$ cat src/hdl/clo_params.svh
// Constants for the configurable logic operator bank
`ifndef CLO_PARAMS_SVH
`define CLO_PARAMS_SVH

// Multi-input gate operator input counts
`define CLO_GATE_MIN_IN 4'h2
`define CLO_GATE_MAX_IN 4'h8
// Logic macro: total inputs and per-gate counts
`define CLO_MACRO_MAX_IN 8
`define CLO_MACRO_GATE_MIN 3'h1
`define CLO_MACRO_GATE_MAX 3'h7
// Final macro gate always sees the two first-level results
`define CLO_MACRO_FINAL_IN 4'h2
// Multiplexer input counts
`define CLO_MUX_MIN_IN 3'h2
`define CLO_MUX_MAX_IN 3'h4
// Digital comparator widths
`define CLO_CMP_MIN_IN 4'h2
`define CLO_CMP_MAX_IN 4'h8
`define CLO_CMP_SIG_W 4
// Gate count field width shared by all gate instances
`define CLO_CNT_W 4
// Reset value of every registered output
`define CLO_OUT_RST 1'h0

`endif

$ cat src/hdl/clo_pkg.sv
// Types shared by the configurable logic operator bank
package clo_pkg;

  // Boolean function of a gate
  typedef enum logic [2:0] {
    CLO_FUNC_AND  = 3'h0,
    CLO_FUNC_NAND = 3'h1,
    CLO_FUNC_OR   = 3'h2,
    CLO_FUNC_NOR  = 3'h3,
    CLO_FUNC_XOR  = 3'h4,
    CLO_FUNC_XNOR = 3'h5,
    CLO_FUNC_NOT  = 3'h6
  } clo_func_e;

  // Relation of the digital comparator
  typedef enum logic [2:0] {
    CLO_REL_LT = 3'h0,
    CLO_REL_GE = 3'h1,
    CLO_REL_GT = 3'h2,
    CLO_REL_LE = 3'h3,
    CLO_REL_EQ = 3'h4,
    CLO_REL_NE = 3'h5
  } clo_rel_e;

  // Whole registered state of the operator bank
  typedef struct packed {
    logic gate_out;
    logic macro_out;
    logic first_out;
    logic second_out;
    logic sr_mem;
    logic mux_out;
    logic cmp_out;
  } clo_state_s;

endpackage

$ cat src/hdl/clo_gate.sv
// Configurable multi-input Boolean gate, purely combinational
`timescale 1ns/1ns
`default_nettype none
`include "clo_params.svh"

module clo_gate #(
  parameter int N = 8
) (
  // Gate operands and configuration
  input wire logic [N-1:0] in_bits,
  input wire logic [`CLO_CNT_W-1:0] in_count,
  input wire clo_pkg::clo_func_e func,
  // Result
  output logic result
);

  logic [N-1:0] and_v;
  logic [N-1:0] or_v;

  // Unused inputs must not disturb the result: 1 for AND, 0 for OR/XOR
  generate
    for (genvar i = 0; i < N; i++) begin : g_mask
      logic active;
      assign active = (`CLO_CNT_W'(i) < in_count);
      assign and_v[i] = active ? in_bits[i] : 1'h1;
      assign or_v[i] = active & in_bits[i];
    end
  endgenerate

  // Function select; a count of one passes input 0 straight through
  always_comb begin
    result = 1'h0;
    if (in_count == `CLO_CNT_W'(1)) begin
      result = in_bits[0];
    end else begin
      case (func)
        clo_pkg::CLO_FUNC_AND: result = &and_v;
        clo_pkg::CLO_FUNC_NAND: result = ~(&and_v);
        clo_pkg::CLO_FUNC_OR: result = |or_v;
        clo_pkg::CLO_FUNC_NOR: result = ~(|or_v);
        clo_pkg::CLO_FUNC_XOR: result = ^or_v;
        clo_pkg::CLO_FUNC_XNOR: result = ~(^or_v);
        clo_pkg::CLO_FUNC_NOT: result = ~in_bits[0];
        default: result = 1'h0;
      endcase
    end
  end

endmodule

`default_nettype wire

$ cat src/hdl/clo_operators.sv
// Configurable logic operator bank: gate, macro, multiplexer, comparator
// Functional notes
// RULE1 - Every operator input has its own inversion enable.
// RULE2 - AND output high only when all configured inputs high; 2 to 8.
// RULE3 - NAND output low only when all configured inputs high; 2 to 8.
// RULE4 - NOT has one input and outputs its complement.
// RULE5 - OR output high when any configured input high; 2 to 8.
// RULE6 - NOR output high only when all configured inputs low; 2 to 8.
// RULE7 - XOR gives odd parity of configured inputs; 2 to 8.
// RULE8 - XNOR gives complement of XOR; 2 to 8 inputs.
// RULE9 - Macro: two gates feed a third giving main output, 8 inputs max.
// RULE10 - Each first-level macro gate takes 1 to 7 inputs; 1 bypasses.
// RULE11 - Macro gates pick any gate type; final one may be SR flip-flop.
// RULE12 - Macro main output can be removed; gate 1/2 results exposable.
// RULE13 - Multiplexer passes data n when only choice line n asserted.
// RULE14 - Multiplexer output low when zero or several choice lines set.
// RULE15 - Constant mode: 2 to 8 inputs as unsigned, input 0 is LSB.
// RULE16 - Comparator relations LT, GE, GT, LE, EQ, NE; high while true.
// RULE17 - Constant mode only while signal comparison is off.
// RULE18 - Signal comparison compares 4-bit operand A with operand B.
// RULE19 - Outputs computed combinationally, registered each scan, reset low.
`timescale 1ns/1ns
`default_nettype none
`include "clo_params.svh"

module clo_operators #(
  parameter int GATE_IN = 8,
  parameter int MACRO_IN = `CLO_MACRO_MAX_IN,
  parameter int MUX_IN = 4,
  parameter int CMP_IN = 8,
  parameter int SIG_W = `CLO_CMP_SIG_W
) (
  // Clock and reset
  input wire logic clk_sys,
  input wire logic nrst,

  // Stand-alone gate operator
  input wire logic [GATE_IN-1:0] gate_in,
  input wire logic [GATE_IN-1:0] gate_inv,
  input wire logic [`CLO_CNT_W-1:0] gate_count,
  input wire clo_pkg::clo_func_e gate_func,
  output logic gate_out,

  // Logic macro
  input wire logic [MACRO_IN-1:0] macro_in,
  input wire logic [MACRO_IN-1:0] macro_inv,
  input wire logic [2:0] macro_count1,
  input wire logic [2:0] macro_count2,
  input wire clo_pkg::clo_func_e macro_func1,
  input wire clo_pkg::clo_func_e macro_func2,
  input wire clo_pkg::clo_func_e macro_func3,
  input wire logic macro_final_sr,
  input wire logic macro_out_disable,
  input wire logic macro_first_gate_result_output_en,
  input wire logic macro_second_gate_result_output_en,
  output logic macro_out,
  output logic first_gate_result_output,
  output logic second_gate_result_output,

  // Multiplexer
  input wire logic [MUX_IN-1:0] mux_data,
  input wire logic [MUX_IN-1:0] mux_data_inv,
  input wire logic [MUX_IN-1:0] mux_choice_lines,
  input wire logic [MUX_IN-1:0] mux_choice_inv,
  input wire logic [2:0] mux_count,
  output logic mux_out,

  // Digital comparator
  input wire logic [CMP_IN-1:0] cmp_in,
  input wire logic [CMP_IN-1:0] cmp_inv,
  input wire logic [`CLO_CNT_W-1:0] cmp_count,
  input wire logic [CMP_IN-1:0] cmp_const,
  input wire clo_pkg::clo_rel_e cmp_rel,
  input wire logic cmp_signal_mode,
  input wire logic [SIG_W-1:0] operand_a_bits,
  input wire logic [SIG_W-1:0] operand_a_inv,
  input wire logic [SIG_W-1:0] operand_b_bits,
  input wire logic [SIG_W-1:0] operand_b_inv,
  output logic cmp_out
);

  // Relation test shared by both comparator modes
  function automatic logic clo_relate(
    input logic [CMP_IN-1:0] a,
    input logic [CMP_IN-1:0] b,
    input clo_pkg::clo_rel_e rel
  );
    logic res;
    res = 1'h0;
    case (rel)
      clo_pkg::CLO_REL_LT: res = (a < b); // RULE16
      clo_pkg::CLO_REL_GE: res = (a >= b);
      clo_pkg::CLO_REL_GT: res = (a > b);
      clo_pkg::CLO_REL_LE: res = (a <= b);
      clo_pkg::CLO_REL_EQ: res = (a == b);
      clo_pkg::CLO_REL_NE: res = (a != b);
      default: res = 1'h0;
    endcase
    return res;
  endfunction

  clo_pkg::clo_state_s state_q;
  clo_pkg::clo_state_s state_d;

  // ------------------------------------------------------------------
  // Input inversion: every input passes an XOR with its own enable
  // ------------------------------------------------------------------
  logic [GATE_IN-1:0] gate_eff;
  logic [MACRO_IN-1:0] macro_eff;
  logic [MUX_IN-1:0] mux_data_eff;
  logic [MUX_IN-1:0] mux_sel_eff;
  logic [CMP_IN-1:0] cmp_eff;
  logic [SIG_W-1:0] op_a_eff;
  logic [SIG_W-1:0] op_b_eff;

  // Inverted copies feed every operator below
  assign gate_eff = gate_in ^ gate_inv; // RULE1
  assign macro_eff = macro_in ^ macro_inv; // RULE1
  assign mux_data_eff = mux_data ^ mux_data_inv; // RULE1
  assign mux_sel_eff = mux_choice_lines ^ mux_choice_inv; // RULE1
  assign cmp_eff = cmp_in ^ cmp_inv; // RULE1
  assign op_a_eff = operand_a_bits ^ operand_a_inv; // RULE1
  assign op_b_eff = operand_b_bits ^ operand_b_inv; // RULE1

  // ------------------------------------------------------------------
  // Stand-alone gate
  // ------------------------------------------------------------------
  logic [`CLO_CNT_W-1:0] gate_cnt_c;
  logic gate_res;

  // Out-of-range counts are held to the legal span of two to eight
  always_comb begin
    if (gate_count < `CLO_GATE_MIN_IN) begin
      gate_cnt_c = `CLO_GATE_MIN_IN;
    end else if (gate_count > `CLO_GATE_MAX_IN) begin
      gate_cnt_c = `CLO_GATE_MAX_IN;
    end else begin
      gate_cnt_c = gate_count;
    end
  end

  // AND, NAND, OR, NOR, XOR, XNOR or single-input NOT
  clo_gate #(
    .N(GATE_IN)
  ) u_gate (
    .in_bits(gate_eff),
    .in_count(gate_cnt_c),
    .func(gate_func),
    .result(gate_res)
  );

  // ------------------------------------------------------------------
  // Logic macro: two first-level gates feeding a final gate
  // ------------------------------------------------------------------
  logic [2:0] mc1_c;
  logic [2:0] mc2_c;
  logic [MACRO_IN-1:0] g2_bits;
  logic g1_res;
  logic g2_res;
  logic g3_res;

  // A count of zero is taken as one; seven is the top of the field
  always_comb begin
    mc1_c = macro_count1;
    mc2_c = macro_count2;
    if (macro_count1 < `CLO_MACRO_GATE_MIN) begin
      mc1_c = `CLO_MACRO_GATE_MIN; // RULE10
    end
    if (macro_count2 < `CLO_MACRO_GATE_MIN) begin
      mc2_c = `CLO_MACRO_GATE_MIN; // RULE10
    end
  end

  // Gate 2 takes the inputs right after those of gate 1; anything
  // beyond the eight wired inputs reads as low, so an oversized split
  // simply sees zeros rather than wrapping round
  assign g2_bits = macro_eff >> mc1_c; // RULE9

  // First gate; count one bypasses it straight to the final gate
  clo_gate #(
    .N(MACRO_IN)
  ) u_macro_g1 (
    .in_bits(macro_eff),
    .in_count({1'h0, mc1_c}),
    .func(macro_func1),
    .result(g1_res)
  );

  // Second gate, same bypass on a count of one
  clo_gate #(
    .N(MACRO_IN)
  ) u_macro_g2 (
    .in_bits(g2_bits),
    .in_count({1'h0, mc2_c}),
    .func(macro_func2),
    .result(g2_res)
  );

  // Final gate combines the two first-level results
  clo_gate #(
    .N(2)
  ) u_macro_g3 (
    .in_bits({g2_res, g1_res}),
    .in_count(`CLO_MACRO_FINAL_IN),
    .func(macro_func3),
    .result(g3_res)
  );

  // ------------------------------------------------------------------
  // Multiplexer
  // ------------------------------------------------------------------
  logic [2:0] mux_cnt_c;
  logic [MUX_IN-1:0] mux_sel_act;
  logic mux_one_hot;
  logic mux_res;

  // Choice count held to two through four
  always_comb begin
    if (mux_count < `CLO_MUX_MIN_IN) begin
      mux_cnt_c = `CLO_MUX_MIN_IN;
    end else if (mux_count > `CLO_MUX_MAX_IN) begin
      mux_cnt_c = `CLO_MUX_MAX_IN;
    end else begin
      mux_cnt_c = mux_count;
    end
  end

  // Choice lines past the configured count are not wired in
  generate
    for (genvar i = 0; i < MUX_IN; i++) begin : g_mux_sel
      assign mux_sel_act[i] = mux_sel_eff[i] & (3'(i) < mux_cnt_c);
    end
  endgenerate

  // Exactly one line set; zero or several force the output low
  assign mux_one_hot = (mux_sel_act != '0) &&
    ((mux_sel_act & (mux_sel_act - 1'b1)) == '0); // RULE14
  // With a single line set the AND-OR picks exactly data n
  assign mux_res = mux_one_hot & (|(mux_sel_act & mux_data_eff)); // RULE13

  // ------------------------------------------------------------------
  // Digital comparator
  // ------------------------------------------------------------------
  logic [`CLO_CNT_W-1:0] cmp_cnt_c;
  logic [CMP_IN-1:0] cmp_val;
  logic [CMP_IN-1:0] cmp_ref;
  logic cmp_const_res;
  logic cmp_sig_res;

  // Bit count held to two through eight
  always_comb begin
    if (cmp_count < `CLO_CMP_MIN_IN) begin
      cmp_cnt_c = `CLO_CMP_MIN_IN;
    end else if (cmp_count > `CLO_CMP_MAX_IN) begin
      cmp_cnt_c = `CLO_CMP_MAX_IN;
    end else begin
      cmp_cnt_c = cmp_count;
    end
  end

  // Input 0 is the LSB; unused high bits read as zero
  generate
    for (genvar i = 0; i < CMP_IN; i++) begin : g_cmp_bits
      logic used;
      assign used = (`CLO_CNT_W'(i) < cmp_cnt_c);
      assign cmp_val[i] = cmp_eff[i] & used; // RULE15
      assign cmp_ref[i] = cmp_const[i] & used;
    end
  endgenerate

  // The constant is truncated to the configured width, so a constant
  // that does not fit the chosen bit count compares on its low bits
  assign cmp_const_res = clo_relate(cmp_val, cmp_ref, cmp_rel); // RULE15

  // Four-bit operands, zero-extended to the shared comparison width
  assign cmp_sig_res = clo_relate(CMP_IN'(op_a_eff), CMP_IN'(op_b_eff),
    cmp_rel); // RULE18

  // ------------------------------------------------------------------
  // Next state of all registered outputs
  // ------------------------------------------------------------------
  // Every result is taken from the current inputs in this cycle and
  // registered at the next scan edge, so each output lags its inputs by
  // exactly one clock; the SR memory is the only true feedback
  always_comb begin
    state_d = state_q;

    // Stand-alone gate result
    state_d.gate_out = gate_res; // RULE2 RULE3 RULE4 RULE5 RULE6 RULE7 RULE8

    // SR memory: gate 1 sets, gate 2 resets, reset wins on a tie
    if (g2_res) begin
      state_d.sr_mem = 1'h0; // RULE11
    end else if (g1_res) begin
      state_d.sr_mem = 1'h1; // RULE11
    end

    // Main macro output, from the final gate or the SR memory
    if (macro_out_disable) begin
      state_d.macro_out = 1'h0; // RULE12
    end else if (macro_final_sr) begin
      // Follows the memory after this edge's update
      state_d.macro_out = state_d.sr_mem; // RULE11
    end else begin
      state_d.macro_out = g3_res; // RULE9
    end

    // Optional first-level result outputs
    state_d.first_out = macro_first_gate_result_output_en & g1_res; // RULE12
    state_d.second_out = macro_second_gate_result_output_en & g2_res; // RULE12

    // Multiplexer result
    state_d.mux_out = mux_res;

    // Constant mode applies only with signal comparison off
    if (cmp_signal_mode) begin
      state_d.cmp_out = cmp_sig_res; // RULE18
    end else begin
      state_d.cmp_out = cmp_const_res; // RULE17
    end
  end

  // One register stage for the whole bank; reset clears all to low
  always_ff @(posedge clk_sys or negedge nrst) begin
    if (!nrst) begin
      state_q <= '{default: `CLO_OUT_RST}; // RULE19
    end else begin
      state_q <= state_d; // RULE19
    end
  end

  // ------------------------------------------------------------------
  // Outputs straight from the state register
  // ------------------------------------------------------------------
  assign gate_out = state_q.gate_out;
  assign macro_out = state_q.macro_out;
  assign first_gate_result_output = state_q.first_out;
  assign second_gate_result_output = state_q.second_out;
  assign mux_out = state_q.mux_out;
  assign cmp_out = state_q.cmp_out;

endmodule

`default_nettype wire

$ cat config.mk
export PLATFORM = sky130hd
export DESIGN_NAME = clo_operators
export DESIGN_NICKNAME = d
export VERILOG_FILES = /design/src/hdl/clo_pkg.sv /design/src/hdl/clo_gate.sv /design/src/hdl/clo_operators.sv
export VERILOG_INCLUDE_DIRS = /design/src /design/src/hdl
export SDC_FILE = /design/constraint.sdc
export NUM_CORES = 1
export LEC_CHECK = 0
export ABC_AREA = 1
export BUFFER_PORTS_ARGS = -buffer_cell sky130_fd_sc_hd__buf_2
export CAP_MARGIN = 20
export CORE_MARGIN = 2
export CORE_UTILIZATION = 44
export DETAILED_ROUTE_END_ITERATION = 8
export PLACE_DENSITY = 0.79
export SETUP_SLACK_MARGIN = 0.4
export SYNTH_ARGS = -nofsm -noshare
export SYNTH_HDL_FRONTEND = slang
export SYNTH_HIERARCHICAL = 1
export SYNTH_SLANG_ARGS = --single-unit
$ cat constraint.sdc
create_clock -name clk_sys -period 0.8 [get_ports clk_sys]
set_input_delay 0.24 -clock clk_sys [delete_from_list [all_inputs] [get_ports clk_sys]]
set_output_delay 0.24 -clock clk_sys [all_outputs]
set_load 0.005 [all_outputs]
Word level (Yosys, flattened, before mapping)

Cells that the tools add are included.

Bits in registers: 7
Input bits: 127
Output and inout bits: 6
Word-level logic and storage cells: 236

Add/sub/neg operators: 1
Magnitude comparators: 52
Equal/unequal tests: 36
Shifts and indexed selects: 1
Muxes and demuxes: 46
Bitwise gates (word level): 72
Reduce and logical (&&, ||, !) cells: 21

Operators by type and width:

| cell                                                                   | number |
|---|---|
| 1-bit bitwise AND                                                      | 47 |
| 3-bit equality test (second input constant)                            | 14 |
| 3-bit by 4-bit < comparator with 1-bit output (first input constant)   | 8 |
| 1-bit two-way mux                                                      | 32 |
| 3-bit by 2-bit equality test with 1-bit output (second input constant) | 10 |
| 1-bit one-hot mux with 7 select lines                                  | 4 |
| 3-bit < comparator (first input constant)                              | 8 |
| 8-bit AND reduction                                                    | 3 |
| 8-bit OR reduction                                                     | 3 |
| 8-bit parity                                                           | 3 |
| 8-bit bitwise XOR                                                      | 3 |
| 3-bit by 1-bit equality test with 1-bit output (second input constant) | 7 |
| 1-bit by 3-bit < comparator with 1-bit output (first input constant)   | 6 |
| 2-bit by 3-bit < comparator with 1-bit output (first input constant)   | 6 |
| 1-bit by 4-bit < comparator with 1-bit output (first input constant)   | 4 |
| 2-bit by 4-bit < comparator with 1-bit output (first input constant)   | 4 |
| 4-bit two-way mux                                                      | 4 |
| 1-bit inverter                                                         | 16 |
| 4-bit bitwise XOR                                                      | 4 |
| 3-bit zero test                                                        | 5 |
| 3-bit two-way mux                                                      | 4 |
| 1-bit one-hot mux with 6 select lines                                  | 2 |
| 4-bit bitwise AND                                                      | 2 |
| 8-bit equality test                                                    | 1 |
| other kinds (26)                                                       | 29 |

Logic depth before layout (Yosys ltp)

Depth after elaboration: 13
Mapped depth: 32
Gate-level depth less buffers: 31

Cells and area by module

Netlist, hierarchy kept.

By module, submodules not included:

| module                | times used | cells each | area an instance (µm²) | seq. area each (µm²) |
|---|---|---|---|---|
| clo_operators         | 1          | 240        | 1496.4                 | 175.2 |
| clo_gate (u_gate ...) | 3          | 93         | 420.4                  | 0.0 |
| clo_gate (u_macro_g3) | 1          | 30         | 156.4                  | 0.0 |

Worst setup path after synthesis

No wires, ideal clock.

Path type: input-to-reg
Start: input macro_count1[2]
End: register state_q, in the netlist macro_out
Setup time: 94 ps
Arrival: 3001 ps
Data required time: 706 ps
Slack: -2295 ps
Stages: 29
Buffers on the path: 1
Path through: nor2_2 -> nor2_4 -> inv_2 -> buf_6 -> nand2_2 -> o21ai_2 -> o21ai_2 -> o211ai_2 -> nand2_1 -> ha_1 -> xnor2_1 -> nand2_1 -> nand2_1 -> nand2_1 -> nand2_1 -> nor2_4 -> nand3_1 -> nand2_1 -> nand2_1 -> nand2_1 -> ha_1 -> inv_2 -> a21oi_1 -> o21ai_0 -> a21oi_1 -> nand2_1 -> nand2_1 -> nor2_1 -> a211oi_1

RTL lines:

| what                   | RTL line             | RTL |
|---|---|---|
| start: declaration     | clo_operators.sv:47  | `input wire logic [2:0] macro_count1,` |
| end signal: assignment | clo_operators.sv:328 | `state_q <= state_d;` |
| end: declaration       | clo_operators.sv:102 | `clo_pkg::clo_state_s state_q;` |

==> results by group <==
Layout
  – Filler cells: 478
  – Most frequent cells in the layout: 161 x nand2_1, 122 x buf_2, 82 x inv_1, 51 x buf_4, 50 x nor2_1
  – Layout Nets: 904
  – Share of cells above drive strength 1: a little over two fifths
  – Final instance area: ~0.0048 mm²
  – Commonest non-fill, non-tap cell in the layout: nand2_1
  – Area Growth Syn to Fin: 64.4%
  – Antenna diodes: 0

Die
  – Die area: 0.00729 mm²
  – IO Count: 133
  – Core ar.: 0.00639 mm²
  – Die X: 85.4 µm
  – Die height: about 85 µm
  – Initial Utilization: 45.6%
  – Rows: 29

CTS
  – CTS root buf: clkbuf_8
  – CTS Buf Count: 3
  – Clk slew on worst S/H paths: 0.04 ns
  – Clock sink total: 7
  – CTS tree: yes
  – Clock latency on the worst-skew pair: 0.23 ns
  – Worst-case clock buffer depth: 2
  – H-tree Lvls: 1

Yosys
  – Largest family of logic cells by synthesized area: simple AND/OR/NAND/NOR gates
  – Syn_area_per_cell: 5.31 µm²
  – Post-synthesis adder-cell area fraction: 10.7%
  – Synth Area in XOR/XNOR: around an eighth
  – Synth warnings: 6
  – Mux cell area share after synthesis: 0%
  – Synth Instances: 549
  – FF+latch count, synth: 7
  – Synth Area in Compound Gates: 9.49%
  – Post-synthesis sequential area ratio: 6.01%
  – Simple-gate share of the synthesized area: 47.1%
  – Synthesized area: 0.00291 mm²
  – Distinct cells, synth: 38

Routing
  – # DRC: 0
  – Vias: 4031
  – Drt pass-1 iters: 5
  – Detailed router's first-iteration violation count: around 130
  – Routed Antenna Nets: 0
  – Via/cell ratio: about 4.9
  – Drt total wl: 9580 µm
  – Routed length per instance: ~12 µm

Timing
  – Fmax: 318 MHz
  – Fin crit period: 3.15 ns
  – Setup WS post-layout: -2.35 ns
  – Max Transition Viols Final: 0
  – RSZ-0062 raised after global routing: true
  – WHS: -0.169 ns
  – Clk_skew: around 0.00013 ns
  – Final hold viol count: 7
  – Final setup viols: 13
  – Final worst-path cycle share: 393%

Power
  – Internal: 2610 µW
  – Sw Share: 46.1%
  – Clk pwr share: 10.6%
  – Net load switching power: between 2000 and 2500 µW
  – Sequential power share: 9.4%
  – Total leakage power: around 0.0027 µW
  – Combinational share of power: 80.0%
  – Worst VDD drop: 0.000636 V
  – Power per cell area: ~1000 mW/mm²

Worst setup path
  – Register-to-register setup slack: -0.03 ns
  – Crit path DAT: 3.29 ns
  – Startpoint Class: input pin
  – CP Max Fanout: 6
  – Kind of critical path: input pin to flop
  – Crit. End Element: flop
  – Critical Path RT: 0.94 ns

Placed design
  – Dpl cell area: 0.00411 mm²
  – Placed wire-length estimate: 6990 µm
  – Dpl ws: -2.57 ns
  – IO buf count: approximately 130
  – RePlAce Congestion: 0.871

Global route
  – GRT Residual Overflow: 0
  – GRT Total Usage: 23.2%
  – Maximum number of pins on one net before global-route repair: 12
  – Initial antenna violation count: 0
  – Global-route wire length before repair: 14400 µm
  – Vias in the first global route: 3824

Hold path
  – Hold Crit Class: input pin to asynchronous set/reset pin

Job
  – Max-cap violation count: 0

Outcome
  – Failing checks: hold timing, setup timing
  – Outcome: finished with violations
[cell usage after synthesis]
cell type	number	share of area, %
clkbuf_1	5	0.64
nand4_1	5	1.1
or2_2	1	0.21
nand3_1	33	5.7
a211oi_1	1	0.26
and2_1	1	0.21
nand2_2	8	1.7
o21ai_2	5	1.5
o21bai_1	1	0.26
nor3_1	4	0.69
dfrtp_1	7	6.0
nor3b_1	1	0.26
nand2_1	192	25
clkinv_1	1	0.13
a21o_1	1	0.26
conb_1	2	0.26
a21oi_1	10	1.7
nor2_2	10	2.1
o211ai_1	1	0.26
o22ai_1	1	0.21
a22oi_1	1	0.26
a31oi_1	1	0.21
buf_6	1	0.39
o31ai_1	1	0.26
o21ai_0	15	2.6
o211ai_2	1	0.43
nand3b_1	1	0.26
nor2_4	5	1.9
o221ai_1	1	0.30
buf_2	1	0.17
inv_1	91	12
xnor2_1	22	6.6
xor2_1	21	6.3
a21oi_2	1	0.30
nor2_1	64	8.2
inv_2	3	0.39
o21ai_1	4	0.69
ha_1	25	11
[stage by stage]
step / setup TNS, ns / std cells / total power [µW] / util (%) / hold slack, ns
final: -9.94 / 828 / 4840 / 75.0 / -0.169
after global routing: -11.04 / 828 / 5310 / 75.0 / -0.162
after CTS: -9.20 / 819 / 4170 / 69.2 / -0.167
after detailed placement: -10.61 / 813 / 3410 / 64.4 / 0.0803
after global placement: -10.12 / 813 / 3310 / 64.4 / 0.0803
after floorplan: -8.13 / 566 / 2360 / - / -0.0556
[power groups by stage]
stage                     Combinational (µW)  Clock [µW]  Sequential (µW)
final                                   3870         510              457
after global placement                  2860           0              448
after global routing                    4300         538              465
after CTS                               3200         514              447
after detailed placement                2960           0              452
after floorplan                         1910           0              453
[logic make-up after synthesis]
family | count (synthesis)
simple gates | 325
buf+inv | 102
compound gates | 45
xor+xnor | 43
fa+ha+maj | 25
flops | 7
other cells | 2
[worst max-delay path, cell delays in order]
cell	delay, ns
buf_8	0.08
nor2_4	0.04
nor2_4	0.21
clkinv_4	0.14
o21ai_4	0.19
o21ai_2	0.10
o211ai_2	0.22
nand2_2	0.11
ha_4	0.30
xnor2_2	0.10
nand2_1	0.09
nand2_1	0.07
nand2_1	0.06
nand2_2	0.09
nor2_4	0.03
nand3_2	0.05
nand2_2	0.05
nand2_2	0.06
nand2_1	0.05
ha_1	0.28
inv_2	0.04
a21oi_2	0.10
o21ai_1	0.07
a21oi_1	0.14
nand2_1	0.07
nand2_1	0.06
nor2_1	0.04
a211oi_1	0.19
[worst paths after layout]
| path | cells past startpoint | to | startpoint |
|---|---|---|---|
| hold reg to reg | 2 | state_q[2]$_DFF_PN0_ | state_q[2]$_DFF_PN0_ |
| min in group clk_sys | 2 | macro_out$_DFF_PN0_ | macro_out_disable |
| setup reg to reg | 4 | macro_out$_DFF_PN0_ | state_q[2]$_DFF_PN0_ |
| max in group asynchronous | 1 | cmp_out$_DFF_PN0_ | nrst |
| hold / removal | 1 | macro_out$_DFF_PN0_ | nrst |
| setup / recovery | 28 | macro_out$_DFF_PN0_ | macro_count1[2] |
[metal layers]
layer | vias to the layer above | wire length (µm) | share of wire [%] | global-route usage [%]
met5 | - | 0 | 0 | 0
met4 | 0 | 254 | 2.7 | 7.36
met3 | 29 | 475 | 5.0 | 2.53
met2 | 159 | 5350 | 56 | 48.7
met1 | 1782 | 3510 | 37 | 22.9
li1 | 2061 | - | - | -
[cell type report]
class | count | area, µm² | area share, %
multi-input combinational | 457 | 2930 | 61.1
clock buffer | 4 | 45.0 | 0.940
timing repair inverter | 1 | 6.26 | 0.131
tap | 77 | 96.3 | 2.01
inverter | 95 | 367 | 7.65
timing repair buffer | 187 | 1170 | 24.5
sequential | 7 | 175 | 3.66
[state kept, by name, indices dropped and copies added, names as in the netlist]
name and cells:
gate_out 1, macro_out 1, first_gate_result_output 1, state_q 1, second_gate_result_output 1, cmp_out 1, mux_out 1
[timing repair]
| action | 4_1_cts | 5_1_grt |
|---|---|---|
| endpoints found under the hold margin | 7 | 7 |
| pin swaps | 22 | 49 |
| setup endpoints to repair | 13 | 13 |
| resized for setup | 53 | 78 |
| setup buffers | 2 | 8 |
| gates cloned | 0 | 1 |
No activity file was read; power rests on OpenSTA's default activity.
